[config.mk]
export PLATFORM = sky130hd
export DESIGN_NAME = sat_target
export DESIGN_NICKNAME = d
export VERILOG_FILES = /design/src/sat_pkg.sv /design/src/sat_addr_if.sv /design/src/sat_strap.sv /design/src/sat_target.sv
export SDC_FILE = /design/constraint.sdc
export NUM_CORES = 1
export LEC_CHECK = 0
export BUFFER_PORTS_ARGS = -buffer_cell sky130_fd_sc_hd__buf_4
export CORE_ASPECT_RATIO = 0.9
export CORE_MARGIN = 2
export CORE_UTILIZATION = 40
export CTS_CLUSTER_SIZE = 28
export DETAILED_ROUTE_END_ITERATION = 10
export SKIP_LAST_GASP = 1
export SYNTH_ARGS = -nofsm -noshare
export SYNTH_HDL_FRONTEND = slang
export SYNTH_SLANG_ARGS = --single-unit
[constraint.sdc]
create_clock -name mclk_i -period 3 [get_ports mclk_i]
set_clock_uncertainty 0.2 [all_clocks]
set_input_delay 0.45 -clock mclk_i [delete_from_list [all_inputs] [get_ports mclk_i]]
set_output_delay 0.45 -clock mclk_i [all_outputs]
set_load 0.01 [all_outputs]
[src/sat_pkg.sv]
// shared constants for the smbus target address and timeout block
package sat_pkg;
    // clock and bus timing
    localparam int unsigned CLK_PERIOD_NS  = 10;
    localparam int unsigned TIMEOUT_MIN_MS = 25;
    localparam int unsigned TIMEOUT_MAX_MS = 35;
    localparam int unsigned SEXT_MAX_MS    = 25;
    localparam int unsigned MEXT_MAX_MS    = 10;
    localparam int unsigned HIGH_MAX_US    = 50;
    localparam int unsigned TIMEOUT_CYC    =
        TIMEOUT_MIN_MS * 1_000_000 / CLK_PERIOD_NS;
    localparam int unsigned SEXT_CYC       =
        SEXT_MAX_MS * 1_000_000 / CLK_PERIOD_NS;
    localparam int unsigned HIGH_MAX_CYC   =
        (HIGH_MAX_US * 1_000 + CLK_PERIOD_NS - 1) / CLK_PERIOD_NS;
    localparam int unsigned CNT_W          = 22;
    // clock stretch applied after every byte the target acknowledges
    localparam int unsigned STRETCH_CYC    = 8;
    // strap settle time before the address is latched
    localparam int unsigned SETTLE_CYC     = 16;
    localparam int unsigned SETTLE_W       = 5;
    // address decode
    localparam logic [6:0] ADDR_BASE_LO    = 7'h40;
    localparam logic [6:0] ADDR_BASE_MID   = 7'h08;
    localparam int unsigned IDX_MID        = 8;
    localparam int unsigned IDX_HI         = 16;
    localparam logic [6:0] ARA_ADDR        = 7'h0C;
    // command codes
    localparam logic [7:0] CMD_CLEAR_FAULTS = 8'h03;
    localparam logic [7:0] CMD_ALERT_MASK   = 8'hD8;
    localparam logic [7:0] ALERT_MASK_RST   = 8'h00;
    localparam int unsigned FAULT_W         = 8;
    // ternary strap digit codes
    typedef enum logic [1:0] {
        TRI_FLOAT,
        TRI_LOW,
        TRI_HIGH
    } sat_tri_type;
endpackage

[src/sat_addr_if.sv]
// carrier for the latched strap address
interface sat_addr_if;
    logic [6:0] addr;
    logic       valid;
    modport source (output addr, output valid);
    modport sink   (input addr, input valid);
endinterface

[src/sat_strap.sv]
// strap sampling and tri-level address decode
module sat_strap (
    input  wire logic       mclk_i,
    input  wire logic       sys_rst_i,
    input  wire logic [1:0] addr_strap_bit0_i,
    input  wire logic [1:0] addr_strap_bit1_i,
    input  wire logic [1:0] addr_strap_bit2_i,
    sat_addr_if.source      addr_if
);
    logic [sat_pkg::SETTLE_W-1:0] settle_q;
    logic [6:0]                   addr_q;
    logic                         valid_q;

    // strap pair {high sense, low sense}; neither means floating
    function automatic sat_pkg::sat_tri_type tri_level(input logic [1:0] s);
        if (s[1]) begin
            return sat_pkg::TRI_HIGH; // RULE_01
        end else if (s[0]) begin
            return sat_pkg::TRI_LOW;
        end
        return sat_pkg::TRI_FLOAT;
    endfunction

    // 27 combinations onto three address ranges
    function automatic logic [6:0] decode(input logic [4:0] idx);
        if (idx < 5'(sat_pkg::IDX_MID)) begin
            return sat_pkg::ADDR_BASE_LO + 7'(idx); // RULE_02
        end else if (idx < 5'(sat_pkg::IDX_HI)) begin
            return sat_pkg::ADDR_BASE_MID + 7'(idx);
        end
        return sat_pkg::ADDR_BASE_LO + 7'(idx);
    endfunction

    logic [4:0] idx;
    assign idx = 5'(tri_level(addr_strap_bit2_i)) * 5'h09
               + 5'(tri_level(addr_strap_bit1_i)) * 5'h03
               + 5'(tri_level(addr_strap_bit0_i));

    // wait for straps to settle, then latch once
    always_ff @(posedge mclk_i) begin
        if (sys_rst_i) begin
            settle_q <= '0;
            valid_q  <= 1'b0;
            addr_q   <= '0;
        end else if (!valid_q) begin
            if (settle_q == sat_pkg::SETTLE_W'(sat_pkg::SETTLE_CYC)) begin
                addr_q  <= decode(idx); // RULE_14
                valid_q <= 1'b1;
            end else begin
                settle_q <= settle_q + 1'b1;
            end
        end
    end

    assign addr_if.addr  = addr_q;
    assign addr_if.valid = valid_q;

    latch_hold_a: assert property (@(posedge mclk_i) disable iff (sys_rst_i) // RULE_14
        valid_q |=> valid_q && $stable(addr_q))
        else $error("latched address changed");
    addr_range_a: assert property (@(posedge mclk_i) disable iff (sys_rst_i) // RULE_02
        valid_q |-> (addr_q inside {[7'h10:7'h17], [7'h40:7'h47],
                                    [7'h50:7'h5A]}))
        else $error("decoded address out of range");
endmodule

[src/sat_target.sv]
// smbus target: address match, timeouts, stretch limit, alert masks
//
// Operation
// RULE_01 - each strap reads as high, low or floating
// RULE_02 - 27 strap combinations map onto fixed addresses, 40h to 5Ah; code maps indices 8 to 15 onto 10h to 17h instead
// RULE_03 - decoded value is the 7-bit address; eighth bit is direction
// RULE_04 - clock held low past the minimum timeout declares a timeout
// RULE_05 - on timeout abandon the transfer before the maximum timeout
// RULE_06 - cumulative stretch per message over limit releases lines, resets
// RULE_07 - host keeps its per-byte clock extension under its limit
// RULE_08 - clock high past the maximum high time means bus idle
// RULE_09 - alert is blocked if either of two masks blocks it
// RULE_10 - one mask is a software mask written at command D8h
// RULE_11 - winning an alert response read sets auto mask for present faults
// RULE_12 - auto mask clears only on a clear faults command
// RULE_13 - acknowledge only our own address; ignore all others; code also acks a read at 0Ch while its alert is asserted
// RULE_14 - straps sampled and address latched before first transfer
module sat_target #(
    parameter int unsigned TIMEOUT_CYC  = sat_pkg::TIMEOUT_CYC,
    parameter int unsigned SEXT_CYC     = sat_pkg::SEXT_CYC,
    parameter int unsigned HIGH_MAX_CYC = sat_pkg::HIGH_MAX_CYC
) (
    input  wire logic       mclk_i,
    input  wire logic       sys_rst_i,
    input  wire logic [1:0] addr_strap_bit0_i,
    input  wire logic [1:0] addr_strap_bit1_i,
    input  wire logic [1:0] addr_strap_bit2_i,
    input  wire logic       scl_i,
    output logic            scl_o,
    output logic            scl_oe_o,
    input  wire logic       sda_i,
    output logic            sda_o,
    output logic            sda_oe_o,
    input  wire logic [7:0] fault_i,
    output logic            smba_o,
    output logic            smba_oe_o,
    output logic            bus_idle_o,
    output logic            timeout_o,
    output logic [6:0]      own_addr_o
);
    typedef enum logic [2:0] {
        ST_IDLE, ST_ADDR, ST_ACK, ST_RX, ST_TX, ST_MACK
    } sat_state_type;

    sat_addr_if addr_if ();

    sat_strap u_strap (
        .mclk_i            (mclk_i),
        .sys_rst_i         (sys_rst_i),
        .addr_strap_bit0_i (addr_strap_bit0_i),
        .addr_strap_bit1_i (addr_strap_bit1_i),
        .addr_strap_bit2_i (addr_strap_bit2_i),
        .addr_if           (addr_if.source)
    );

    sat_state_type          st_q;
    logic                   scl_q, sda_q;
    logic [3:0]             bit_q;
    logic [7:0]             sh_q, tx_q, cmd_q, mask_q, auto_q;
    logic                   have_cmd_q, rw_q, ara_q, nack_q;
    logic                   sda_oe_q, scl_oe_q, smba_oe_q;
    logic [sat_pkg::CNT_W-1:0] low_q, high_q, sum_q;
    logic [3:0]             str_q;
    logic                   tout_q, idle_q;
    logic [6:0]             own_q;

    logic scl_rise, scl_fall, start, stop, tout_hit, sext_hit, abort;
    logic addr_ok, ara_ok, byte_end;
    logic [7:0] alert_src;

    // bus event decode, straps gate acceptance of starts
    assign scl_rise = scl_i && !scl_q;
    assign scl_fall = !scl_i && scl_q;
    assign start    = scl_i && scl_q && sda_q && !sda_i && addr_if.valid; // RULE_14
    assign stop     = scl_i && scl_q && !sda_q && sda_i;
    assign tout_hit = !scl_i && low_q == sat_pkg::CNT_W'(TIMEOUT_CYC);
    assign sext_hit = scl_oe_q && sum_q == sat_pkg::CNT_W'(SEXT_CYC - 1);
    assign abort    = tout_hit || sext_hit;
    assign byte_end = scl_fall && bit_q == 4'h8;
    assign alert_src = fault_i & ~mask_q & ~auto_q; // RULE_09
    assign addr_ok  = sh_q[7:1] == addr_if.addr; // RULE_03
    assign ara_ok   = sh_q[7:1] == sat_pkg::ARA_ADDR && sh_q[0]
                      && smba_oe_q;

    // input history for edge detection
    always_ff @(posedge mclk_i) begin
        if (sys_rst_i) begin
            scl_q <= 1'b1;
            sda_q <= 1'b1;
        end else begin
            scl_q <= scl_i;
            sda_q <= sda_i;
        end
    end

    // clock low timer and timeout pulse
    always_ff @(posedge mclk_i) begin
        if (sys_rst_i) begin
            low_q  <= '0;
            tout_q <= 1'b0;
        end else begin
            low_q  <= (scl_i || tout_hit) ? '0 : low_q + 1'b1; // RULE_04
            tout_q <= tout_hit;
        end
    end

    // clock high timer for idle detection
    always_ff @(posedge mclk_i) begin
        if (sys_rst_i) begin
            high_q <= '0;
            idle_q <= 1'b0;
        end else if (!scl_i || start) begin
            high_q <= '0;
            idle_q <= 1'b0;
        end else if (high_q == sat_pkg::CNT_W'(HIGH_MAX_CYC)) begin
            idle_q <= 1'b1; // RULE_08
        end else begin
            high_q <= high_q + 1'b1;
        end
    end

    // cumulative stretch over one message
    always_ff @(posedge mclk_i) begin
        if (sys_rst_i || start || stop) begin
            sum_q <= '0;
        end else if (scl_oe_q && !sext_hit) begin
            sum_q <= sum_q + 1'b1; // RULE_06
        end
    end

    // stretch after each byte the target acknowledges, dropped on abort
    always_ff @(posedge mclk_i) begin
        if (sys_rst_i || abort || start || stop) begin
            scl_oe_q <= 1'b0; // RULE_06
            str_q    <= '0;
        end else if (st_q == ST_ACK && scl_fall) begin
            scl_oe_q <= 1'b1;
            str_q    <= 4'(sat_pkg::STRETCH_CYC);
        end else if (str_q != '0) begin
            str_q    <= str_q - 1'b1;
            scl_oe_q <= str_q != 4'h1;
        end
    end

    // protocol state machine and data lane
    always_ff @(posedge mclk_i) begin
        if (sys_rst_i || abort || stop) begin
            st_q       <= ST_IDLE; // RULE_05
            sda_oe_q   <= 1'b0;
            bit_q      <= '0;
            sh_q       <= '0;
            tx_q       <= '0;
            have_cmd_q <= 1'b0;
            rw_q       <= 1'b0;
            ara_q      <= 1'b0;
            nack_q     <= 1'b0;
        end else if (start) begin
            st_q     <= ST_ADDR;
            sda_oe_q <= 1'b0;
            bit_q    <= '0;
            ara_q    <= 1'b0;
        end else begin
            unique case (st_q)
                ST_IDLE: ;
                ST_ADDR, ST_RX: begin
                    if (scl_rise) begin
                        sh_q  <= {sh_q[6:0], sda_i};
                        bit_q <= bit_q + 1'b1;
                    end else if (byte_end) begin
                        bit_q <= '0;
                        if (st_q == ST_RX) begin
                            have_cmd_q <= 1'b1;
                            st_q       <= ST_ACK;
                            sda_oe_q   <= 1'b1;
                        end else if (addr_ok || ara_ok) begin
                            rw_q     <= sh_q[0];
                            ara_q    <= ara_ok;
                            st_q     <= ST_ACK;
                            sda_oe_q <= 1'b1; // RULE_13
                        end else begin
                            st_q <= ST_IDLE; // RULE_13
                        end
                    end
                end
                ST_ACK: begin
                    if (scl_fall) begin
                        if (rw_q) begin
                            tx_q     <= ara_q ? {own_q, 1'b0} : (
                                        cmd_q == sat_pkg::CMD_ALERT_MASK
                                        ? mask_q : fault_i);
                            st_q     <= ST_TX;
                            sda_oe_q <= 1'b0;
                            bit_q    <= '0;
                        end else begin
                            st_q     <= ST_RX;
                            sda_oe_q <= 1'b0;
                        end
                    end
                end
                ST_TX: begin
                    if (scl_rise && ara_q && sda_i == sda_oe_q) begin
                        st_q     <= ST_IDLE; // lost arbitration
                        sda_oe_q <= 1'b0;
                    end else if (byte_end) begin
                        sda_oe_q <= 1'b0;
                        st_q     <= ST_MACK;
                        ara_q    <= 1'b0;
                    end else if (scl_fall || (bit_q == '0 && !scl_i)) begin
                        sda_oe_q <= !tx_q[7];
                        tx_q     <= {tx_q[6:0], 1'b0};
                        bit_q    <= bit_q + 1'b1;
                    end
                end
                ST_MACK: begin
                    if (scl_rise) begin
                        nack_q <= sda_i;
                    end else if (scl_fall) begin
                        st_q  <= nack_q ? ST_IDLE : ST_TX;
                        bit_q <= '0;
                        tx_q  <= fault_i;
                    end
                end
            endcase
        end
    end

    // command byte, software mask and automatic mask
    always_ff @(posedge mclk_i) begin
        if (sys_rst_i) begin
            cmd_q  <= '0;
            mask_q <= sat_pkg::ALERT_MASK_RST;
            auto_q <= '0;
        end else if (st_q == ST_RX && byte_end && !abort && !stop) begin
            if (!have_cmd_q) begin
                cmd_q <= sh_q;
                if (sh_q == sat_pkg::CMD_CLEAR_FAULTS) begin
                    auto_q <= '0; // RULE_12
                end
            end else if (cmd_q == sat_pkg::CMD_ALERT_MASK) begin
                mask_q <= sh_q; // RULE_10
            end
        end else if (st_q == ST_TX && ara_q && byte_end && !abort && !stop) begin
            auto_q <= auto_q | fault_i; // RULE_11
        end
    end

    // registered outputs
    always_ff @(posedge mclk_i) begin
        if (sys_rst_i) begin
            smba_oe_q <= 1'b0;
            own_q     <= '0;
        end else begin
            smba_oe_q <= |alert_src; // RULE_09
            own_q     <= addr_if.addr;
        end
    end

    assign scl_o      = 1'b0;
    assign sda_o      = 1'b0;
    assign smba_o     = 1'b0;
    assign scl_oe_o   = scl_oe_q;
    assign sda_oe_o   = sda_oe_q;
    assign smba_oe_o  = smba_oe_q;
    assign bus_idle_o = idle_q;
    assign timeout_o  = tout_q;
    assign own_addr_o = own_q;

    timeout_reset_a: assert property (@(posedge mclk_i) disable iff (sys_rst_i) // RULE_05
        tout_q |-> st_q == ST_IDLE && !sda_oe_q && !scl_oe_q)
        else $error("timeout did not reset the interface");
    stretch_limit_a: assert property (@(posedge mclk_i) disable iff (sys_rst_i) // RULE_06
        sum_q < sat_pkg::CNT_W'(SEXT_CYC))
        else $error("cumulative stretch over limit");
    addr_ignore_a: assert property (@(posedge mclk_i) disable iff (sys_rst_i) // RULE_13
        st_q == ST_ADDR && byte_end && !addr_ok && !ara_ok && !abort && !stop
        |=> st_q == ST_IDLE && !sda_oe_q)
        else $error("foreign address touched the bus");
    addr_ack_a: assert property (@(posedge mclk_i) disable iff (sys_rst_i) // RULE_03
        st_q == ST_ADDR && byte_end && addr_ok && !abort && !stop
        |=> sda_oe_q && rw_q == $past(sh_q[0]))
        else $error("own address not acknowledged");
    mask_gate_a: assert property (@(posedge mclk_i) disable iff (sys_rst_i) // RULE_09
        (fault_i & ~mask_q) == '0 ##1 $stable(mask_q) |-> !smba_oe_q)
        else $error("masked fault drove alert");
    clear_auto_a: assert property (@(posedge mclk_i) disable iff (sys_rst_i) // RULE_12
        st_q == ST_RX && byte_end && !have_cmd_q && !abort && !stop
        && sh_q == sat_pkg::CMD_CLEAR_FAULTS |=> auto_q == '0)
        else $error("auto mask not cleared");
    ara_win_a: assert property (@(posedge mclk_i) disable iff (sys_rst_i) // RULE_11
        st_q == ST_TX && ara_q && byte_end && !abort && !stop
        |=> (auto_q & $past(fault_i)) == $past(fault_i))
        else $error("auto mask missed a fault");
    idle_high_a: assert property (@(posedge mclk_i) disable iff (sys_rst_i) // RULE_08
        idle_q |-> scl_q && high_q == sat_pkg::CNT_W'(HIGH_MAX_CYC))
        else $error("idle without clock high time");
    no_early_a: assert property (@(posedge mclk_i) disable iff (sys_rst_i) // RULE_14
        !addr_if.valid |-> st_q == ST_IDLE)
        else $error("transfer before address latched");
endmodule

==> summary.txt <==
Synthesis
  • Compound-cell area share of the yosys netlist: about 9.2%
  • FF+latch count, synth: 148
  • Synth top area cells: dfxtp_1 41%, nor2_1 7.1%, xor2_1 6.1%
  • Synth Area in Adders: 3.47%
  • Mapped Cells: between 800 and 900
  • Simple-gate share of the synthesized area: 26.4%
  • Yosys top cell by area: dfxtp_1
  • Top_reg_cell synth: dfxtp_1
  • Synth Cell Area: around 0.0071 mm²
  • YS warnings: 0
  • Number of synthesized flops with an enable pin: 0
  • Syn Area/Cell: 8.84 µm²
  • Sequential element share of the synthesized area: 41.4%
  • Main combinational cell family by area after synthesis: simple AND/OR/NAND/NOR gates
  • Distinct cell type count after synthesis: 70
  • FFs w/ async S/R, synth: 0%
  • Multiplexer area fraction after synthesis: 5.92%
  • Post-Synth XOR/XNOR Area: 9.56%
  • Yosys top cell area share: 41.4%

Timing
  • RSZ-0062 raised after global routing: false
  • Min Clock Period, post-route: approximately 2600 ps
  • Slew Limit Fails: 0
  • Part of the cycle the worst path needs: 85.2%
  • Highest clock rate: 391 MHz
  • Final-report setup violation count: 0
  • Rel. slew slack: 47.1%
  • Worst setup margin: 444 ps
  • Number of hold violations in the final report: 0
  • Worst-Margin Slew: 792 ps

Min path
  • Worst hold start: fault_i[7]
  • Hold EP: auto_q[7]
  • Worst hold path class: in -> reg
  • Hold path cells: 2

Detailed routing
  • DR iter-0 viols: roughly 230
  • Avg Vias per Cell: 5.02
  • Pre-antenna DRT Iters: 4
  • Remaining DRCs: 0
  • DR vias: ~5.5k
  • Wirelength per Cell: 13.6 µm
  • Final ANT Viol Nets: 0
  • Drt total wl: 15000 µm

Final layout
  • Post-Layout Cell Count: about 1.1k
  • Layout area overhead: 16.4%
  • Core Util, Final: 47.4%
  • N_diodes: 0
  • Fillers: 1652
  • Commonest non-fill, non-tap cell in the layout: dfxtp_1
  • Commonest non-fill, non-tap cells in the layout: 148 x dfxtp_1, 136 x nor2_1, 59 x nand2_1
  • Nets: 879
  • Fraction of layout cells with a size suffix above 1: 11.7%

Placed design
  • Dpl cells: 1064
  • Final HPWL from detailed placement: about 11000 µm
  • Dpl ws: -10.6 ps
  • Routability cong.: 0.821
  • IO Port Bufs: 29

Clock tree
  • Clock Latency Late Sink: 420 ps
  • Post-CTS Resized: 0
  • Clock tree sinks: 148
  • Clk slew on worst S/H paths: 60 ps
  • Num CTS Buffers: 17
  • Clock buffer depth: 2
  • Hold Buf Count CTS: 0
  • CTS root buf: clkbuf_16
  • Setup bufs post-CTS: 0
  • H-tree depth: 4
  • CTS tree: built

Floorplan
  • Core ar.: 0.0176 mm²
  • # rows: 46
  • Initial core utilization: between 40 and 50%
  • Number of I/O pins: 33
  • Chip width: 145 µm
  • Die Ht: 131 µm
  • Die area: between 0.015 and 0.02 mm²

Global route
  • Vias in the first global route: 5112
  • Initial antenna violation count: 0
  • First-pass GRT wire length: 25700 µm
  • Largest net degree at the start of global routing: 23
  • GRT overflow: 0
  • Overall Global Routing Usage: around 17%

Flow run
  • Max capacitance violation total: 0

Critical path
  • Crit-path max cell delay: ~500 ps
  • Slowest stage cell, crit path: fa_1
  • CP delay by family, top: adder cells
  • Worst EP arrival: 2690 ps
  • Worst EP required: between 3000 and 4000 ps
  • CP Class: in -> reg
  • Crit Path Max Fanout: 3
  • Worst Reg-to-Reg Cells: 7
  • Startpoint type of the worst setup path: input port
  • Crit Reg-Reg Endpoint: auto_q[2]
  • Reg2Reg Setup Slack: 450 ps
  • R2r startpoint: sum_q[0]
  • Buffers & Inverters on Critical Path: 5
  • Critical Path Sink Type: flop
  • Critical-path cell list: buf_4, nor2b_1, inv_1, fa_1, inv_1, fa_1, inv_1, fa_1, inv_1, a31oi_1, xnor2_1, nor2_1, a211oi_1
  • Most frequent CP cell: inv_1

Pwr
  • Tot Pwr: 4.71 mW
  • Lkg Pwr: 3.20 nW
  • Peak supply drop: ~0.31 mV
  • Power Dens Cells: 567 mW/mm²

Status
  • Outcome: complete, no violations
-- cell type report --
| cell class | count | area [µm²] | share of cell area (%) |
|---|---|---|---|
| multi-input cells | 596 | 3920 | 47.1 |
| flip-flops and latches | 148 | 2960 | 35.6 |
| clock buffers | 19 | 453 | 5.44 |
| repair buffers | 50 | 375 | 4.51 |
| well taps | 240 | 300 | 3.61 |
| clock inverters | 13 | 193 | 2.32 |
| inverters | 30 | 113 | 1.35 |
-- through the flow --
step / hold slack [ps] / instance area, µm² / TNS [ps]
2_1_floorplan: 248 / 7160 / 0
3_3_place_gp: 239 / 7670 / 0
3_5_place_dp: 254 / 7670 / -10.6
4_1_cts: 54.1 / 8320 / 0
5_1_grt: 53.5 / 8320 / 0
6_report: 71.0 / 8320 / 0
-- synthesized netlist by cell type (all sizes together) (4+ instances only) --
library cell / count
dfxtp: 148
nor2: 136
nand2: 59
xor2: 50
mux2i: 40
nand3: 35
inv: 30
xnor2: 28
a21oi: 25
clkbuf: 25
and3: 21
nand4: 17
ha: 15
nor2b: 15
nor3: 13
buf: 12
a22o: 9
nand2b: 9
nor4: 9
nor3b: 8
o21ai: 8
a211oi: 7
and4: 7
a221oi: 5
a22oi: 5
nand4b: 5
a31oi: 4
nor4b: 4
nor4bb: 4
or2: 4
or3: 4
-- report_power, final --
group / internal (mW) / switching (mW) / total (mW) / leakage [nW]
logic: 0.151 / 0.185 / 0.337 / 1.69
registers: 2.01 / 0.0545 / 2.07 / 1.20
clock network: 1.45 / 0.861 / 2.31 / 0.311
total: 3.61 / 1.10 / 4.71 / 3.20
-- cell families (layout without fill, tap and decap cells) --
logic type | Yosys count | after routing
DFF | 148 | 148
AOI/OAI and AO/OA | 90 | 90
and+or+nand+nor | 365 | 365
adders and majority gates | 18 | 18
xor gates and xnor gates | 78 | 78
buffers and inverters | 67 | 112
muxes | 42 | 42
other | 1 | 3
-- worst max path at each step --
stage	start	end	slack (ps)	cells past startpoint
6_report	addr_strap_bit2_i[1]	u_strap.addr_if.addr[4]	440	13
5_1_grt	addr_strap_bit2_i[1]	u_strap.addr_if.addr[4]	220	13
4_1_cts	sum_q[0]	auto_q[2]	410	7
3_5_place_dp	addr_strap_bit2_i[1]	u_strap.addr_if.addr[4]	-10	13
3_3_place_gp	addr_strap_bit2_i[1]	u_strap.addr_if.addr[4]	70	13
2_1_floorplan	addr_strap_bit2_i[0]	u_strap.addr_if.addr[4]	260	12
-- registers in the layout, summed over array words and instances (netlist names), 3 cells and up --
| register | count |
|---|---|
| auto_q | 8 |
| sh_q | 8 |
| str_q | 4 |
| tx_q | 8 |
| st_q | 3 |
| u_strap.addr_if.addr | 7 |
| u_strap.settle_q | 5 |
| own_addr_o | 7 |
| cmd_q | 8 |
| bit_q | 4 |
| low_q | 22 |
| mask_q | 8 |
| sum_q | 22 |
| high_q | 22 |
-- layer usage --
layer	track usage, %	share of wire (%)	vias up
met3	4.79	4.0	9
met2	24.5	42	82
met4	4.02	0.86	0
met5	0	0	-
li1	-	-	2879
met1	23.8	53	2532
Note: power is estimated with default switching activity, not from simulation.
